File: src/design/ipl_pkg.sv
// Shared constants and bundle types for the injector pulse and low-side PWM block
// Contract
// - Everything runs from one 40 MHz clock
// - No fuel pulses while channel enable false
// - Normal mode fires at programmed start angle
// - Immediate mode fires once per fire-now assertion
// - Cycle-end angle stops pulse and rearms channel
// - Cycle-end flag sets at angle, stays set
// - Cycle-end flag clears on its clear control
// - Peak phase lasts count times 64 ticks
// - Pulse length in clocks, low 24 bits
// - Injector short latches flag, output off
// - Injector fault clear drops flag, re-enables
// - Injector open flag follows the open load
// - Low-side switch open while PWM disabled
// - PWM period in 2 MHz ticks, 20 bits
// - Close at period start, open after on-time
// - Zero on-time keeps switch open
// - On-time at least period keeps switch closed
// - Low-side short latches flag, channel off
// - Low-side fault clear drops short flag
// - Low-side open flag follows the open load
// - Module detected raised after presence check
// - Identification line has enable and data outputs
package ipl_pkg;

  localparam int NCH = 4;
  localparam int CORE_CLK_HZ = 40_000_000;
  localparam int TICK_HZ = 2_000_000;
  localparam int TICK_DIV = CORE_CLK_HZ / TICK_HZ;
  localparam int TICK_CNT_W = 5;
  localparam int PEAK_SCALE = 64;
  localparam int PEAK_W = 8;
  localparam int PEAK_CNT_W = 14;
  localparam int LEN_W = 24;
  localparam int LEN_IN_W = 32;
  localparam int LS_W = 20;
  localparam int LS_IN_W = 32;
  localparam int POS_W = 16;
  // Presence probe phase length
  localparam int ID_PHASE_NS = 10_000;
  localparam int ID_PHASE_CYCLES = ID_PHASE_NS * (CORE_CLK_HZ / 1_000_000) / 1000;
  localparam int ID_CNT_W = 12;

  typedef enum logic [1:0] {
    IPL_ID_DRIVE = 2'b00,
    IPL_ID_RELEASE = 2'b01,
    IPL_ID_DONE = 2'b10
  } ipl_id_state_t;

  typedef struct packed {
    logic sync_valid;
    logic [POS_W-1:0] crank_tick_position;
  } ipl_engine_sync_bundle_t;

  typedef struct packed {
    logic fuel_channel_enable;
    logic fuel_immediate_mode;
    logic fuel_fire_now;
    logic cycle_end_flag_clear;
    logic injector_fault_clear;
    logic [POS_W-1:0] pulse_start_angle;
    logic [POS_W-1:0] cycle_end_angle;
    logic [PEAK_W-1:0] peak_time;
    logic [LEN_IN_W-1:0] pulse_length;
  } ipl_injector_control_group_t;

  typedef struct packed {
    logic lowside_pwm_enable;
    logic lowside_fault_clear;
    logic [LS_IN_W-1:0] lowside_period;
    logic [LS_IN_W-1:0] lowside_on_time;
  } ipl_lowside_control_group_t;

  typedef struct packed {
    logic cycle_end_flag;
    logic injector_open_flag;
    logic injector_short_flag;
  } ipl_injector_status_group_t;

  typedef struct packed {
    logic lowside_open_flag;
    logic lowside_short_flag;
  } ipl_lowside_status_group_t;

endpackage : ipl_pkg

File: src/design/ipl_top.sv
// Injector pulse scheduler, low-side PWM and module presence probe
`timescale 1ns/100ps
module ipl_top (
  input wire logic I_CORE_CLK, // 40 MHz core clock
  input wire logic I_SYS_RST, // Synchronous reset, active high
  input wire ipl_pkg::ipl_engine_sync_bundle_t I_SYNC, // Position tracker bundle
  input wire ipl_pkg::ipl_injector_control_group_t [3:0] I_INJ_CTRL, // Injector controls
  input wire ipl_pkg::ipl_lowside_control_group_t [3:0] I_LS_CTRL, // Low-side controls
  input wire logic [3:0] I_INJ_OPEN_SENSE, // Injector open-load sense
  input wire logic [3:0] I_INJ_SHORT_SENSE, // Injector short sense
  input wire logic [3:0] I_LS_OPEN_SENSE, // Low-side open-load sense
  input wire logic [3:0] I_LS_SHORT_SENSE, // Low-side short sense
  input wire logic I_MODULE_ID_LINE, // Identification line level
  output ipl_pkg::ipl_injector_status_group_t [3:0] O_INJ_STATUS, // Injector flags
  output ipl_pkg::ipl_lowside_status_group_t [3:0] O_LS_STATUS, // Low-side flags
  output logic [3:0] O_INJ_DRIVE, // Injector command
  output logic [3:0] O_INJ_PEAK, // High: peak threshold, low: hold
  output logic [3:0] O_LS_DRIVE, // Low-side switch closed
  output logic O_MODULE_DETECTED, // Module powered and fitted
  output logic O_MODULE_ID_LINE_OE_N, // Identification line enable, low drives
  output logic O_MODULE_ID_LINE_VALUE // Identification line data
);

  localparam int NCH = ipl_pkg::NCH;
  localparam int LEN_W = ipl_pkg::LEN_W;
  localparam int LS_W = ipl_pkg::LS_W;
  localparam int PK_W = ipl_pkg::PEAK_CNT_W;

  // 2 MHz tick derived from the core clock
  logic [ipl_pkg::TICK_CNT_W-1:0] tick_cnt;
  logic tick;
  logic [ipl_pkg::TICK_CNT_W-1:0] next_tick_cnt;
  assign tick = (tick_cnt == ipl_pkg::TICK_CNT_W'(ipl_pkg::TICK_DIV - 1));
  assign next_tick_cnt = tick ? '0 : tick_cnt + 1'b1;

  always_ff @(posedge I_CORE_CLK) begin
    if (I_SYS_RST) begin
      tick_cnt <= '0;
    end else begin
      tick_cnt <= next_tick_cnt;
    end
  end

  // Injector channel state
  logic [NCH-1:0] inj_active, inj_armed, fire_prev, end_flag, inj_short, inj_open;
  logic [NCH-1:0] inj_peak_on;
  logic [LEN_W-1:0] inj_len [NCH];
  logic [PK_W-1:0] inj_peak [NCH];
  logic [NCH-1:0] next_active, next_armed, next_end_flag, next_inj_short, next_peak_on;
  logic [LEN_W-1:0] next_len [NCH];
  logic [PK_W-1:0] next_peak [NCH];

  // Angle match; a stale position from an unsynced tracker never counts
  function automatic logic angle_hit(input ipl_pkg::ipl_engine_sync_bundle_t s,
                                     input logic [ipl_pkg::POS_W-1:0] a);
    return s.sync_valid && (s.crank_tick_position == a);
  endfunction : angle_hit

  // Start, cut-off and fault decisions per injector channel
  always_comb begin
    ipl_pkg::ipl_injector_control_group_t c;
    logic at_start, at_end, start_norm, start_imm, start, kill;
    logic [LEN_W-1:0] len_req;
    c = '0;
    at_start = 1'b0;
    at_end = 1'b0;
    start_norm = 1'b0;
    start_imm = 1'b0;
    start = 1'b0;
    kill = 1'b0;
    len_req = '0;
    for (int i = 0; i < NCH; i++) begin
      c = I_INJ_CTRL[i];
      // Angle matches only count with a valid tracker bundle
      at_start = angle_hit(I_SYNC, c.pulse_start_angle);
      at_end = angle_hit(I_SYNC, c.cycle_end_angle);
      len_req = c.pulse_length[LEN_W-1:0];
      // Short sets win over a clear in the same cycle
      next_inj_short[i] = I_INJ_SHORT_SENSE[i] | (inj_short[i] & ~c.injector_fault_clear);
      start_norm = !c.fuel_immediate_mode && inj_armed[i] && at_start;
      start_imm = c.fuel_immediate_mode && c.fuel_fire_now && !fire_prev[i];
      start = c.fuel_channel_enable && !next_inj_short[i] && (start_norm || start_imm)
              && (len_req != '0);
      kill = at_end || !c.fuel_channel_enable || next_inj_short[i];
      next_active[i] = inj_active[i];
      next_len[i] = inj_len[i];
      next_peak[i] = inj_peak[i];
      if (kill) begin
        next_active[i] = 1'b0;
        next_len[i] = '0;
        next_peak[i] = '0;
      end else if (start) begin
        next_active[i] = 1'b1;
        next_len[i] = len_req;
        next_peak[i] = PK_W'(c.peak_time) * PK_W'(ipl_pkg::PEAK_SCALE);
      end else if (inj_active[i]) begin
        next_len[i] = inj_len[i] - 1'b1;
        next_active[i] = (inj_len[i] > LEN_W'(1));
        if (tick && inj_peak[i] != '0) begin
          next_peak[i] = inj_peak[i] - 1'b1;
        end
      end
      // Rearm at cycle end; a normal-mode start uses up the arm
      next_armed[i] = at_end ? 1'b1 : (start && start_norm) ? 1'b0 : inj_armed[i];
      next_end_flag[i] = at_end | (end_flag[i] & ~c.cycle_end_flag_clear);
      next_peak_on[i] = next_active[i] && (next_peak[i] != '0);
    end
  end

  // Injector registers
  always_ff @(posedge I_CORE_CLK) begin
    if (I_SYS_RST) begin
      inj_active <= '0;
      inj_armed <= '1;
      fire_prev <= '0;
      end_flag <= '0;
      inj_short <= '0;
      inj_open <= '0;
      inj_peak_on <= '0;
      for (int i = 0; i < NCH; i++) begin
        inj_len[i] <= '0;
        inj_peak[i] <= '0;
      end
    end else begin
      inj_active <= next_active;
      inj_armed <= next_armed;
      end_flag <= next_end_flag;
      inj_short <= next_inj_short;
      inj_open <= I_INJ_OPEN_SENSE;
      inj_peak_on <= next_peak_on;
      for (int i = 0; i < NCH; i++) begin
        fire_prev[i] <= I_INJ_CTRL[i].fuel_fire_now;
        inj_len[i] <= next_len[i];
        inj_peak[i] <= next_peak[i];
      end
    end
  end

  // Low-side PWM channels
  logic [LS_W-1:0] ls_cnt [NCH];
  logic [LS_W-1:0] next_ls_cnt [NCH];
  logic [NCH-1:0] ls_short, ls_open, ls_drive;
  logic [NCH-1:0] next_ls_short, next_ls_drive;

  // Period counter and switch decision; wrap above 20 bits is by truncation
  always_comb begin
    logic [LS_W-1:0] per, on;
    logic run;
    per = '0;
    on = '0;
    run = 1'b0;
    for (int i = 0; i < NCH; i++) begin
      per = I_LS_CTRL[i].lowside_period[LS_W-1:0];
      on = I_LS_CTRL[i].lowside_on_time[LS_W-1:0];
      next_ls_short[i] = I_LS_SHORT_SENSE[i] | (ls_short[i] & ~I_LS_CTRL[i].lowside_fault_clear);
      run = I_LS_CTRL[i].lowside_pwm_enable && !next_ls_short[i];
      next_ls_cnt[i] = ls_cnt[i];
      if (!run) begin
        next_ls_cnt[i] = '0;
      end else if (tick) begin
        next_ls_cnt[i] = (ls_cnt[i] + 1'b1 >= per) ? '0 : ls_cnt[i] + 1'b1;
      end
      // Counter restarts at zero each period, so low counts mean closed
      next_ls_drive[i] = run && (on != '0) && ((on >= per) || (next_ls_cnt[i] < on));
    end
  end

  // Low-side registers
  always_ff @(posedge I_CORE_CLK) begin
    if (I_SYS_RST) begin
      ls_short <= '0;
      ls_open <= '0;
      ls_drive <= '0;
      for (int i = 0; i < NCH; i++) begin
        ls_cnt[i] <= '0;
      end
    end else begin
      ls_short <= next_ls_short;
      ls_open <= I_LS_OPEN_SENSE;
      ls_drive <= next_ls_drive;
      for (int i = 0; i < NCH; i++) begin
        ls_cnt[i] <= next_ls_cnt[i];
      end
    end
  end

  // Presence probe: pull the line low, release, expect the module pull-up
  ipl_pkg::ipl_id_state_t id_state, next_id_state;
  logic [ipl_pkg::ID_CNT_W-1:0] id_cnt, next_id_cnt;
  logic id_phase_end;
  assign id_phase_end = (id_cnt == ipl_pkg::ID_CNT_W'(ipl_pkg::ID_PHASE_CYCLES - 1));

  always_comb begin
    next_id_state = id_state;
    next_id_cnt = id_phase_end ? '0 : id_cnt + 1'b1;
    case (id_state)
      ipl_pkg::IPL_ID_DRIVE: begin
        if (id_phase_end) begin
          next_id_state = I_MODULE_ID_LINE ? ipl_pkg::IPL_ID_DRIVE : ipl_pkg::IPL_ID_RELEASE;
        end
      end
      ipl_pkg::IPL_ID_RELEASE: begin
        if (id_phase_end) begin
          next_id_state = I_MODULE_ID_LINE ? ipl_pkg::IPL_ID_DONE : ipl_pkg::IPL_ID_DRIVE;
        end
      end
      default: begin
        next_id_cnt = '0;
      end
    endcase
  end

  // Probe registers; outputs follow the next state so they stay flopped
  always_ff @(posedge I_CORE_CLK) begin
    if (I_SYS_RST) begin
      id_state <= ipl_pkg::IPL_ID_DRIVE;
      id_cnt <= '0;
      O_MODULE_DETECTED <= 1'b0;
      O_MODULE_ID_LINE_OE_N <= 1'b1;
      O_MODULE_ID_LINE_VALUE <= 1'b0;
    end else begin
      id_state <= next_id_state;
      id_cnt <= next_id_cnt;
      O_MODULE_DETECTED <= (next_id_state == ipl_pkg::IPL_ID_DONE);
      O_MODULE_ID_LINE_OE_N <= (next_id_state != ipl_pkg::IPL_ID_DRIVE);
      O_MODULE_ID_LINE_VALUE <= 1'b0;
    end
  end

  // Output bundles, all straight from flip-flops
  always_comb begin
    for (int i = 0; i < NCH; i++) begin
      O_INJ_STATUS[i] = '{cycle_end_flag: end_flag[i], injector_open_flag: inj_open[i],
                          injector_short_flag: inj_short[i]};
      O_LS_STATUS[i] = '{lowside_open_flag: ls_open[i], lowside_short_flag: ls_short[i]};
    end
  end
  assign O_INJ_DRIVE = inj_active;
  assign O_INJ_PEAK = inj_peak_on;
  assign O_LS_DRIVE = ls_drive;

endmodule : ipl_top

File: config.mk
export PLATFORM = sky130hd
export DESIGN_NAME = ipl_top
export DESIGN_NICKNAME = d
export VERILOG_FILES = /design/src/design/ipl_pkg.sv /design/src/design/ipl_top.sv
export SDC_FILE = /design/constraint.sdc
export NUM_CORES = 1
export LEC_CHECK = 0
export BUFFER_PORTS_ARGS = -buffer_cell sky130_fd_sc_hd__buf_2
export CORE_MARGIN = 2
export CORE_UTILIZATION = 25
export CTS_CLUSTER_SIZE = 20
export DETAILED_ROUTE_END_ITERATION = 7
export PLACE_DENSITY = 0.45
export RECOVER_POWER = 50
export SKIP_LAST_GASP = 1
export SLEW_MARGIN = 20
export SYNTH_ARGS = -nofsm -noshare
export SYNTH_HDL_FRONTEND = slang
export SYNTH_SLANG_ARGS = --single-unit
File: constraint.sdc
create_clock -name I_CORE_CLK -period 13.9 [get_ports I_CORE_CLK]
set_input_delay 3.475 -clock I_CORE_CLK [delete_from_list [all_inputs] [get_ports I_CORE_CLK]]
set_output_delay 3.475 -clock I_CORE_CLK [all_outputs]
set_load 0.02 [all_outputs]
# Word-level counts from Yosys, hierarchy flattened
# Memories as Yosys holds them, arrays and structs flattened.
# Cells that the tools add are included.
[word_totals]
ff_bits = 61
inputBits = 608
out_inout_bits = 35
word_cells = 305
memories = 3
ram_bits = 232
[op_classes]
bitwise_logic = 49
addsub = 14
n_eq_ne = 12
order_cmp = 16
muxes = 72
n_reduce_logical = 121
[mem_list]
columns = ["memory", "words", "word_bits", "read_ports", "rd_ports_with_merged_regs", "wr", "line_no", "source"]
rows = [
  ["inj_len", 4, 24, 4, 0, 4, "ipl_top.sv:47", "logic [LEN_W-1:0] inj_len [NCH];"],
  ["ls_cnt", 4, 20, 4, 0, 4, "ipl_top.sv:140", "logic [LS_W-1:0] ls_cnt [NCH];"],
  ["inj_peak", 4, 14, 4, 0, 4, "ipl_top.sv:48", "logic [PK_W-1:0] inj_peak [NCH];"],
]
[op_table]
columns = ["cell", "count"]
rows = [
  ["24-bit 2-to-1 mux", 16],
  ["20-bit 2-to-1 mux", 16],
  ["14-bit 2-to-1 mux", 20],
  ["20-bit greater-or-equal comparator", 8],
  ["16-bit == test", 8],
  ["14-bit nonzero test", 8],
  ["24-bit by 1-bit greater-than comparator with 1-bit output, second input constant", 4],
  ["24-bit nonzero test", 4],
  ["24-bit by 1-bit subtractor with 24-bit output, second input constant", 4],
  ["20-bit by 1-bit adder with 20-bit output, second input constant", 4],
  ["20-bit less-than comparator", 4],
  ["20-bit nonzero test", 4],
  ["1-bit logical AND", 60],
  ["14-bit by 1-bit subtractor with 14-bit output, second input constant", 4],
  ["1-bit OR", 24],
  ["1-bit zero test", 20],
  ["1-bit logical OR", 16],
  ["1-bit 2-to-1 mux", 16],
  ["1-bit inverter", 13],
  ["12-bit by 1-bit adder with 12-bit output, second input constant", 1],
  ["1-bit AND", 12],
  ["12-bit by 9-bit == test with 1-bit output, second input constant", 1],
  ["2-bit OR reduction", 6],
  ["2-bit 2-to-1 mux", 3],
  ["other kinds (8)", 8],
]

# Depth between registers and ports, before layout
# Gate-level depths: netlist (run 1).
[depth]
depth_word = 11
mapped_depth = 27

# Least setup slack after synthesis (run 1)
# Ideal clock, no wire load.
[synth_timing]
path_kind = "in2reg"
startpoint = "input port I_LS_CTRL[235] (netlist name)"
endpoint = "register ls_drive[3] (netlist: O_LS_DRIVE[3])"
setup_slack_ps = 6940
arrival_time_ps = 6890
stages = 20
path_buffers = 1
setup_ps = 70
cell_sequence = "inv_1 -> ha_1 -> a21o_1 -> a21o_1 -> a21oi_1 -> o31a_1 -> o21ai_0 -> a21oi_1 -> clkbuf_1 -> a31oi_1 -> nor2_1 -> ha_1 -> a21o_1 -> a21o_1 -> a21o_1 -> a211oi_1 -> o21bai_1 -> a221o_1 -> a21oi_1 -> o2bb2ai_1"
[synth_lines]
columns = ["element", "line_no", "source"]
rows = [
  ["from (decl)", "ipl_top.sv:8", "input wire ipl_pkg::ipl_lowside_control_group_t [3:0] I_LS_CTRL,"],
  ["to (signal assigned)", "ipl_top.sv:180", "ls_drive <= next_ls_drive;"],
  ["to (decl)", "ipl_top.sv:142", "logic [NCH-1:0] ls_short, ls_open, ls_drive;"],
]

==> results of run 1 <==
## routing by layer
metal	part of all wire	vias up	GRT usage	wire, µm
li1	-	12000	-	-
met1	0.48	10700	0.237	41400
met2	0.44	522	0.270	37800
met3	0.059	128	0.0358	5120
met4	0.022	30	0.0406	1890
met5	0.0022	-	0	186
## layout by cell type (no fill, tap or decap), types with 50 or more instances in the layout
cell	instances
nor2_1	439
a21oi_1	228
nand2_1	168
xnor2_1	226
nand3_1	98
nor4_1	111
buf_2	477
nor3_1	71
o21ai_0	118
xor2_1	114
nand4_1	88
dfxtp_1	293
a21o_1	78
ha_1	254
inv_1	203
or4_1	50
## stage by stage
| step | instances | hold slack, ns | total power, µW |
|---|---|---|---|
| 6_report | 4861 | 0.449 | 2310 |
| 5_1_grt | 4860 | 0.477 | 2430 |
| 4_1_cts | 4860 | 0.446 | 2370 |
| 3_5_place_dp | 4784 | 0.438 | 1180 |
| 3_3_place_gp | 4784 | 0.434 | 1180 |
| 2_1_floorplan | 3129 | 0.413 | 1020 |
## power groups by stage
stage               combinational [µW]  clock, µW  sequential, µW
floorplan                          148          0             873
global placement                   311          0             869
detailed placement                 312          0             869
CTS                                313       1200             851
global route                       343       1230             852
finish                             310       1150             851
## cells in the mapped netlist (all sizes together) (46+ instances only)
| cell | instances | share of area |
|---|---|---|
| nor3 | 71 | 0.015 |
| nand3 | 100 | 0.021 |
| a21oi | 232 | 0.049 |
| xnor2 | 226 | 0.083 |
| and3 | 46 | 0.012 |
| inv | 203 | 0.032 |
| nor2b | 48 | 0.013 |
| nor4 | 112 | 0.030 |
| nor2 | 440 | 0.070 |
| nand4 | 88 | 0.023 |
| or4 | 52 | 0.017 |
| o21ai | 119 | 0.025 |
| clkbuf | 124 | 0.020 |
| xor2 | 114 | 0.042 |
| nand2 | 168 | 0.027 |
| a21o | 78 | 0.025 |
| ha | 254 | 0.13 |
| dfxtp | 293 | 0.25 |
## worst max-delay path, cell delays in order
cell and delay [ns]:
clkbuf_1 1.46, clkbuf_1 1.35, or2_0 1.15, nor2_1 0.20, nand3_1 0.16, nand3_1 0.08
## cells by family (layout without fill, tap and decap cells)
logic type,after synthesis,after routing,synth area share
multiplexers,43,43,0.0182
flip-flops,293,293,0.247
AO/OA/AOI/OAI,594,594,0.155
AND/OR/NAND/NOR,1255,1255,0.265
XOR/XNOR,340,340,0.125
adder cells (fa/ha/maj),254,254,0.134
other,1,2,0.000158
buffers and inverters,349,815,0.0557
## sequential cells by signal, summed over array words and instances (netlist names), 5 cells and up
register	count
inj_len	96
ls_cnt	80
inj_peak	56
id_cnt	12
tick_cnt	5
## worst max-delay path by stage
| stage | startpoint | end | slack, ns |
|---|---|---|---|
| finish | I_SYS_RST | ls_cnt[3][9]$_SDFF_PP0_ | 6.44 |
| global route | I_SYNC[11] | inj_peak[0][1]$_SDFF_PP0_ | 6.05 |
| CTS | I_LS_CTRL[111] | O_LS_DRIVE[1]$_SDFF_PP0_ | 6.51 |
| detailed placement | I_LS_CTRL[111] | O_LS_DRIVE[1]$_SDFF_PP0_ | 5.87 |
| global placement | I_LS_CTRL[111] | O_LS_DRIVE[1]$_SDFF_PP0_ | 5.84 |
| floorplan | I_LS_CTRL[235] | O_LS_DRIVE[3]$_SDFF_PP0_ | 6.94 |
## area by class of cell
cell class	count	area share
inverters	203	0.0263
diodes	1	0.0000863
clock buffers	63	0.0442
well taps	1265	0.0546
multi-input cells	2487	0.574
repair buffers	536	0.0924
clock inverters	13	0.00617
flip-flops and latches	293	0.202
==> metrics, run 1 <==
worst r2r path cells=24; peak supply drop=0.0708 mV; outcome=complete, but fails checks; FFs w/ async S/R, synth=0; die width=312 µm; hold_sp=id_cnt[0]$_SDFF_PP0_; failing checks=max-capacitance violations, max-slew violations; share of cells above drive strength 1=0.167; area of the core=94600 µm²; total number of vias=23300; Post-synth top flop=dfxtp_1; Synth Instances=3129; clk_skew=0.0223 ns; register area share after synthesis=0.247; Net Sw Frac=0.273; # nets final=4425; Initial Util=0.251; DP Worst Slack=5.87 ns; final std cell area, no fill=29000 µm²; GPL Wtd Cong=0.846; worst-skew pair later-pin latency=0.57 ns; #FFs+latches synth=293; Worst Hold Path Cells=1; Pleak=0.0129 µW; Reg clk slew, reported paths=0.06 ns; setup violators final=0; Die ar.=97500 µm²; Total GRT Usage=0.171; PD cells=79.8 nW/µm²; RR Endpoint=O_LS_DRIVE[2]$_SDFF_PP0_; largest net degree at the start of global routing=61; TritonCTS clock tree=built; sw power=631 µW; Crit Path Max Fanout=29; Worst EP arrival=7.91 ns; YS warnings=0; dpl hpwl=68900 µm; CP endpoint kind=flip-flop; Worst Tran Pin Value=2.59 ns; Seq pwr share=0.368; startpoint types=primary input; final global-route overflow total=0; Sink Count=293; Final Slew Violations=169; CP required=14.35 ns; number of global-route vias before repair=22700; Util after Layout=0.307; Rows=113; footprint of the multi-input gates=16600 µm²; fmax=0.134 GHz; final hold violation count=0; WS Path Type=primary input to flip-flop; TNS Setup=0 ns; hold path endpoint=id_cnt[0]$_SDFF_PP0_; Setup Buffers After CTS=0; count of cell types in the netlist=76; Iteration-0 DRC Markers=1331; reg2reg setup slack=7.37 ns; Slew headroom=-0.729; IO Port Bufs=513; Mapped Area=23800 µm²; post-route ant nets=0; CTS resizes=0; drt pass-1 iters=5; fin crit period=7.46 ns; vias per std cell=4.79; RR Startpoint=ls_cnt[2][0]$_SDFF_PP0_; Max Root-Sink Buffers=3; CTS buffer count=42; Final Worst Setup Slack=6.44 ns; WL/cell=17.8 µm; CTS Hold Buffers Added=0; DRC Markers=0; IO Pins=643; first-pass GRT wire length=132000 µm; syn_nets=3991; Worst Hold Class=flip-flop to flip-flop; Area Growth Syn to Fin=22.1%; Logic pwr share=0.134; Layout fillers=10300; H-tree levels=2; Int Pwr=1680 µW; Final period util=0.537; RSZ-0062 raised after global routing=false; sequential cell area=5870 µm²; Mean Syn Cell Area=7.59 µm²; total wire length=86300 µm; initial antenna violation count=26; Root Buffer=clkbuf_16; clock network fraction of design power=0.498; number of flops mapped to enable cells by yosys=0; DP Area=27600 µm²; Die Span Y=312 µm; Max Cap Viol=4
Note: power is estimated with default switching activity, not from simulation.
==> run 2, diff against run 1 <==
--- a/config.mk
+++ b/config.mk
@@ -10,7 +10,7 @@
 export CORE_UTILIZATION = 25
 export CTS_CLUSTER_SIZE = 20
 export DETAILED_ROUTE_END_ITERATION = 7
-export PLACE_DENSITY = 0.45
+export PLACE_DENSITY = 0.47
 export RECOVER_POWER = 50
 export SKIP_LAST_GASP = 1
 export SLEW_MARGIN = 20
==> constraint.sdc (replaced) <==
create_clock -name I_CORE_CLK -period 6.2 [get_ports I_CORE_CLK]
set_input_delay 1.55 -clock I_CORE_CLK [delete_from_list [all_inputs] [get_ports I_CORE_CLK]]
set_output_delay 1.55 -clock I_CORE_CLK [all_outputs]
set_load 0.02 [all_outputs]
==> run 2 against run 1 <==
  * The flow still finishes with violations (max-capacitance violations, max-slew violations)
  * First-iteration DRC count shrank 4.0%
  * Power rose by 130%
  * Core utilization increased by 0.23 points
  * Via count grew 1.4%
  * Cell count up 0.45%
  * Clock power is 130% higher
  * Worst setup slack lost 6.0 ns
  * Sequential share of layout area shrank 0.15 points
  * Largest cell class unchanged
==> metrics, run 2 (same netlist as run 1, synthesis figures left out) <==
Reg clk slew, reported paths=0.05 ns; Sink Count=293; largest reg by FF count=inj_len; final hold violation count=0; number of global-route vias before repair=22900; startpoint types=flip-flop; Pleak=0.0130 µW; Worst Hold Class=flip-flop to flip-flop; IO Port Bufs=513; CP required=6.70 ns; Final period util=0.925; Root Buffer=clkbuf_16; # nets final=4443; Max Cap Viol=1; drt pass-1 iters=5; Area Growth Syn to Fin=23.0%; RSZ-0062 raised after global routing=false; Worst EP arrival=6.23 ns; commonest non-fill, non-tap cell in the layout=buf_2; IO Pins=643; total number of vias=23600; most frequent cells in the layout=buf_2, nor2_1, dfxtp_1; max reg flops=96; dpl hpwl=68500 µm; area of the core=94600 µm²; fin crit period=5.73 ns; first-pass GRT wire length=131000 µm; Rows=113; TritonCTS clock tree=built; vias per std cell=4.84; failing checks=max-capacitance violations, max-slew violations; initial antenna violation count=15; Critical-path top delay cell=or4_1; CP endpoint kind=flip-flop; CTS resizes=0; peak supply drop=0.225 mV; worst-skew pair later-pin latency=0.58 ns; DRC Markers=0; total wire length=85700 µm; post-route ant nets=0; H-tree levels=2; Worst Tran Pin Value=3.03 ns; outcome=complete, but fails checks; largest net degree at the start of global routing=54; worst hold slack=0.439 ns; CTS Hold Buffers Added=0; Iteration-0 DRC Markers=1278; Setup Buffers After CTS=0; Crit Path Max Fanout=9; PD cells=181 nW/µm²; CTS buffer count=43; Die ar.=97500 µm²; GPL Wtd Cong=0.822; fmax=0.174 GHz; WL/cell=17.6 µm; Initial Util=0.251; Cell Chain, Critical Path=nand2_1, or4_1, or2_2, nor2b_1, nand4_1, xnor2_1, ha_1, a21o_1, a21o_1, a21oi_1, o21a_1, o21a_1, nand2_1, buf_4, or3_1, a21oi_1, ha_1, a21o_1, a21oi_1, o21ai_0, a21o_1, a221o_1, a21oi_1; Total GRT Usage=0.169; share of cells above drive strength 1=0.173; final global-route overflow total=0; Crit path largest cell delay=0.62 ns; setup violators final=0; biggest regs=inj_len x96, ls_cnt x80, inj_peak x56; die width=312 µm; Die Span Y=312 µm; clk_skew=0.0202 ns; Slew headroom=-1.02; WS Path Type=flip-flop to flip-flop; TNS Setup=0 ns; Max Root-Sink Buffers=3; Final Slew Violations=36
==> run 2: cell count changes in the layout (fill, tap and decap cells not counted), sizes merged <==
cell,change
clkinv,+7
buf,+17
clkinvlp,-2
clkbuf,-6
diode,+3
bufinv,+3
==> run 2: where the power goes <==
part | internal (µW) | total [µW] | switching (µW)
logic | 285 | 691 | 406
registers | 1900 | 1910 | 10.1
clock network | 1690 | 2700 | 1010
==> run 2: per-layer routing <==
metal	GRT usage	vias to the layer above	wire [µm]
met5	0	-	101
met3	0.0322	113	5470
met4	0.0457	16	2060
met1	0.234	10900	40600
li1	-	12000	-
met2	0.267	569	37500
==> run 2: worst paths after layout <==
kind	from	to	slack, ns	cells after the start
min	id_cnt[0]$_SDFF_PP0_	id_cnt[0]$_SDFF_PP0_	0.44	1
max	ls_cnt[2][2]$_SDFF_PP0_	O_LS_DRIVE[2]$_SDFF_PP0_	0.47	23
min reg2reg	id_cnt[0]$_SDFF_PP0_	id_cnt[0]$_SDFF_PP0_	0.44	1
max reg2reg	ls_cnt[2][2]$_SDFF_PP0_	O_LS_DRIVE[2]$_SDFF_PP0_	0.47	23
==> run 2: per-stage QoR <==
step | utilization | std cells | total power (µW) | setup slack, ns | area [µm²]
2_1_floorplan | - | 3129 | 2290 | 1.14 | 23800
3_3_place_gp | 0.293 | 4801 | 2640 | 0.434 | 27700
3_5_place_dp | 0.293 | 4801 | 2640 | 0.492 | 27700
4_1_cts | 0.309 | 4879 | 5410 | 0.456 | 29300
5_1_grt | 0.309 | 4879 | 5550 | 0.0265 | 29200
6_report | 0.309 | 4883 | 5300 | 0.468 | 29200
==> run 2: critical path: cells and delay by family, from the launching register on <==
family	cells	cell delay, ns
xor+xnor	1	0.18
flops	1	0.41
compound gates	12	2.12
simple gates	7	2.11
fa+ha+maj	2	0.57
buf+inv	1	0.24
==> run 2: final cells by class <==
class	instances	area [µm²]
inverters	203	762
clock inverters	21	304
repair buffers	553	2820
well taps	1265	1580
multi-input cells	2487	16600
flip-flops and latches	293	5870
diodes	4	10.0
clock buffers	57	1230
fillers	10300	65400
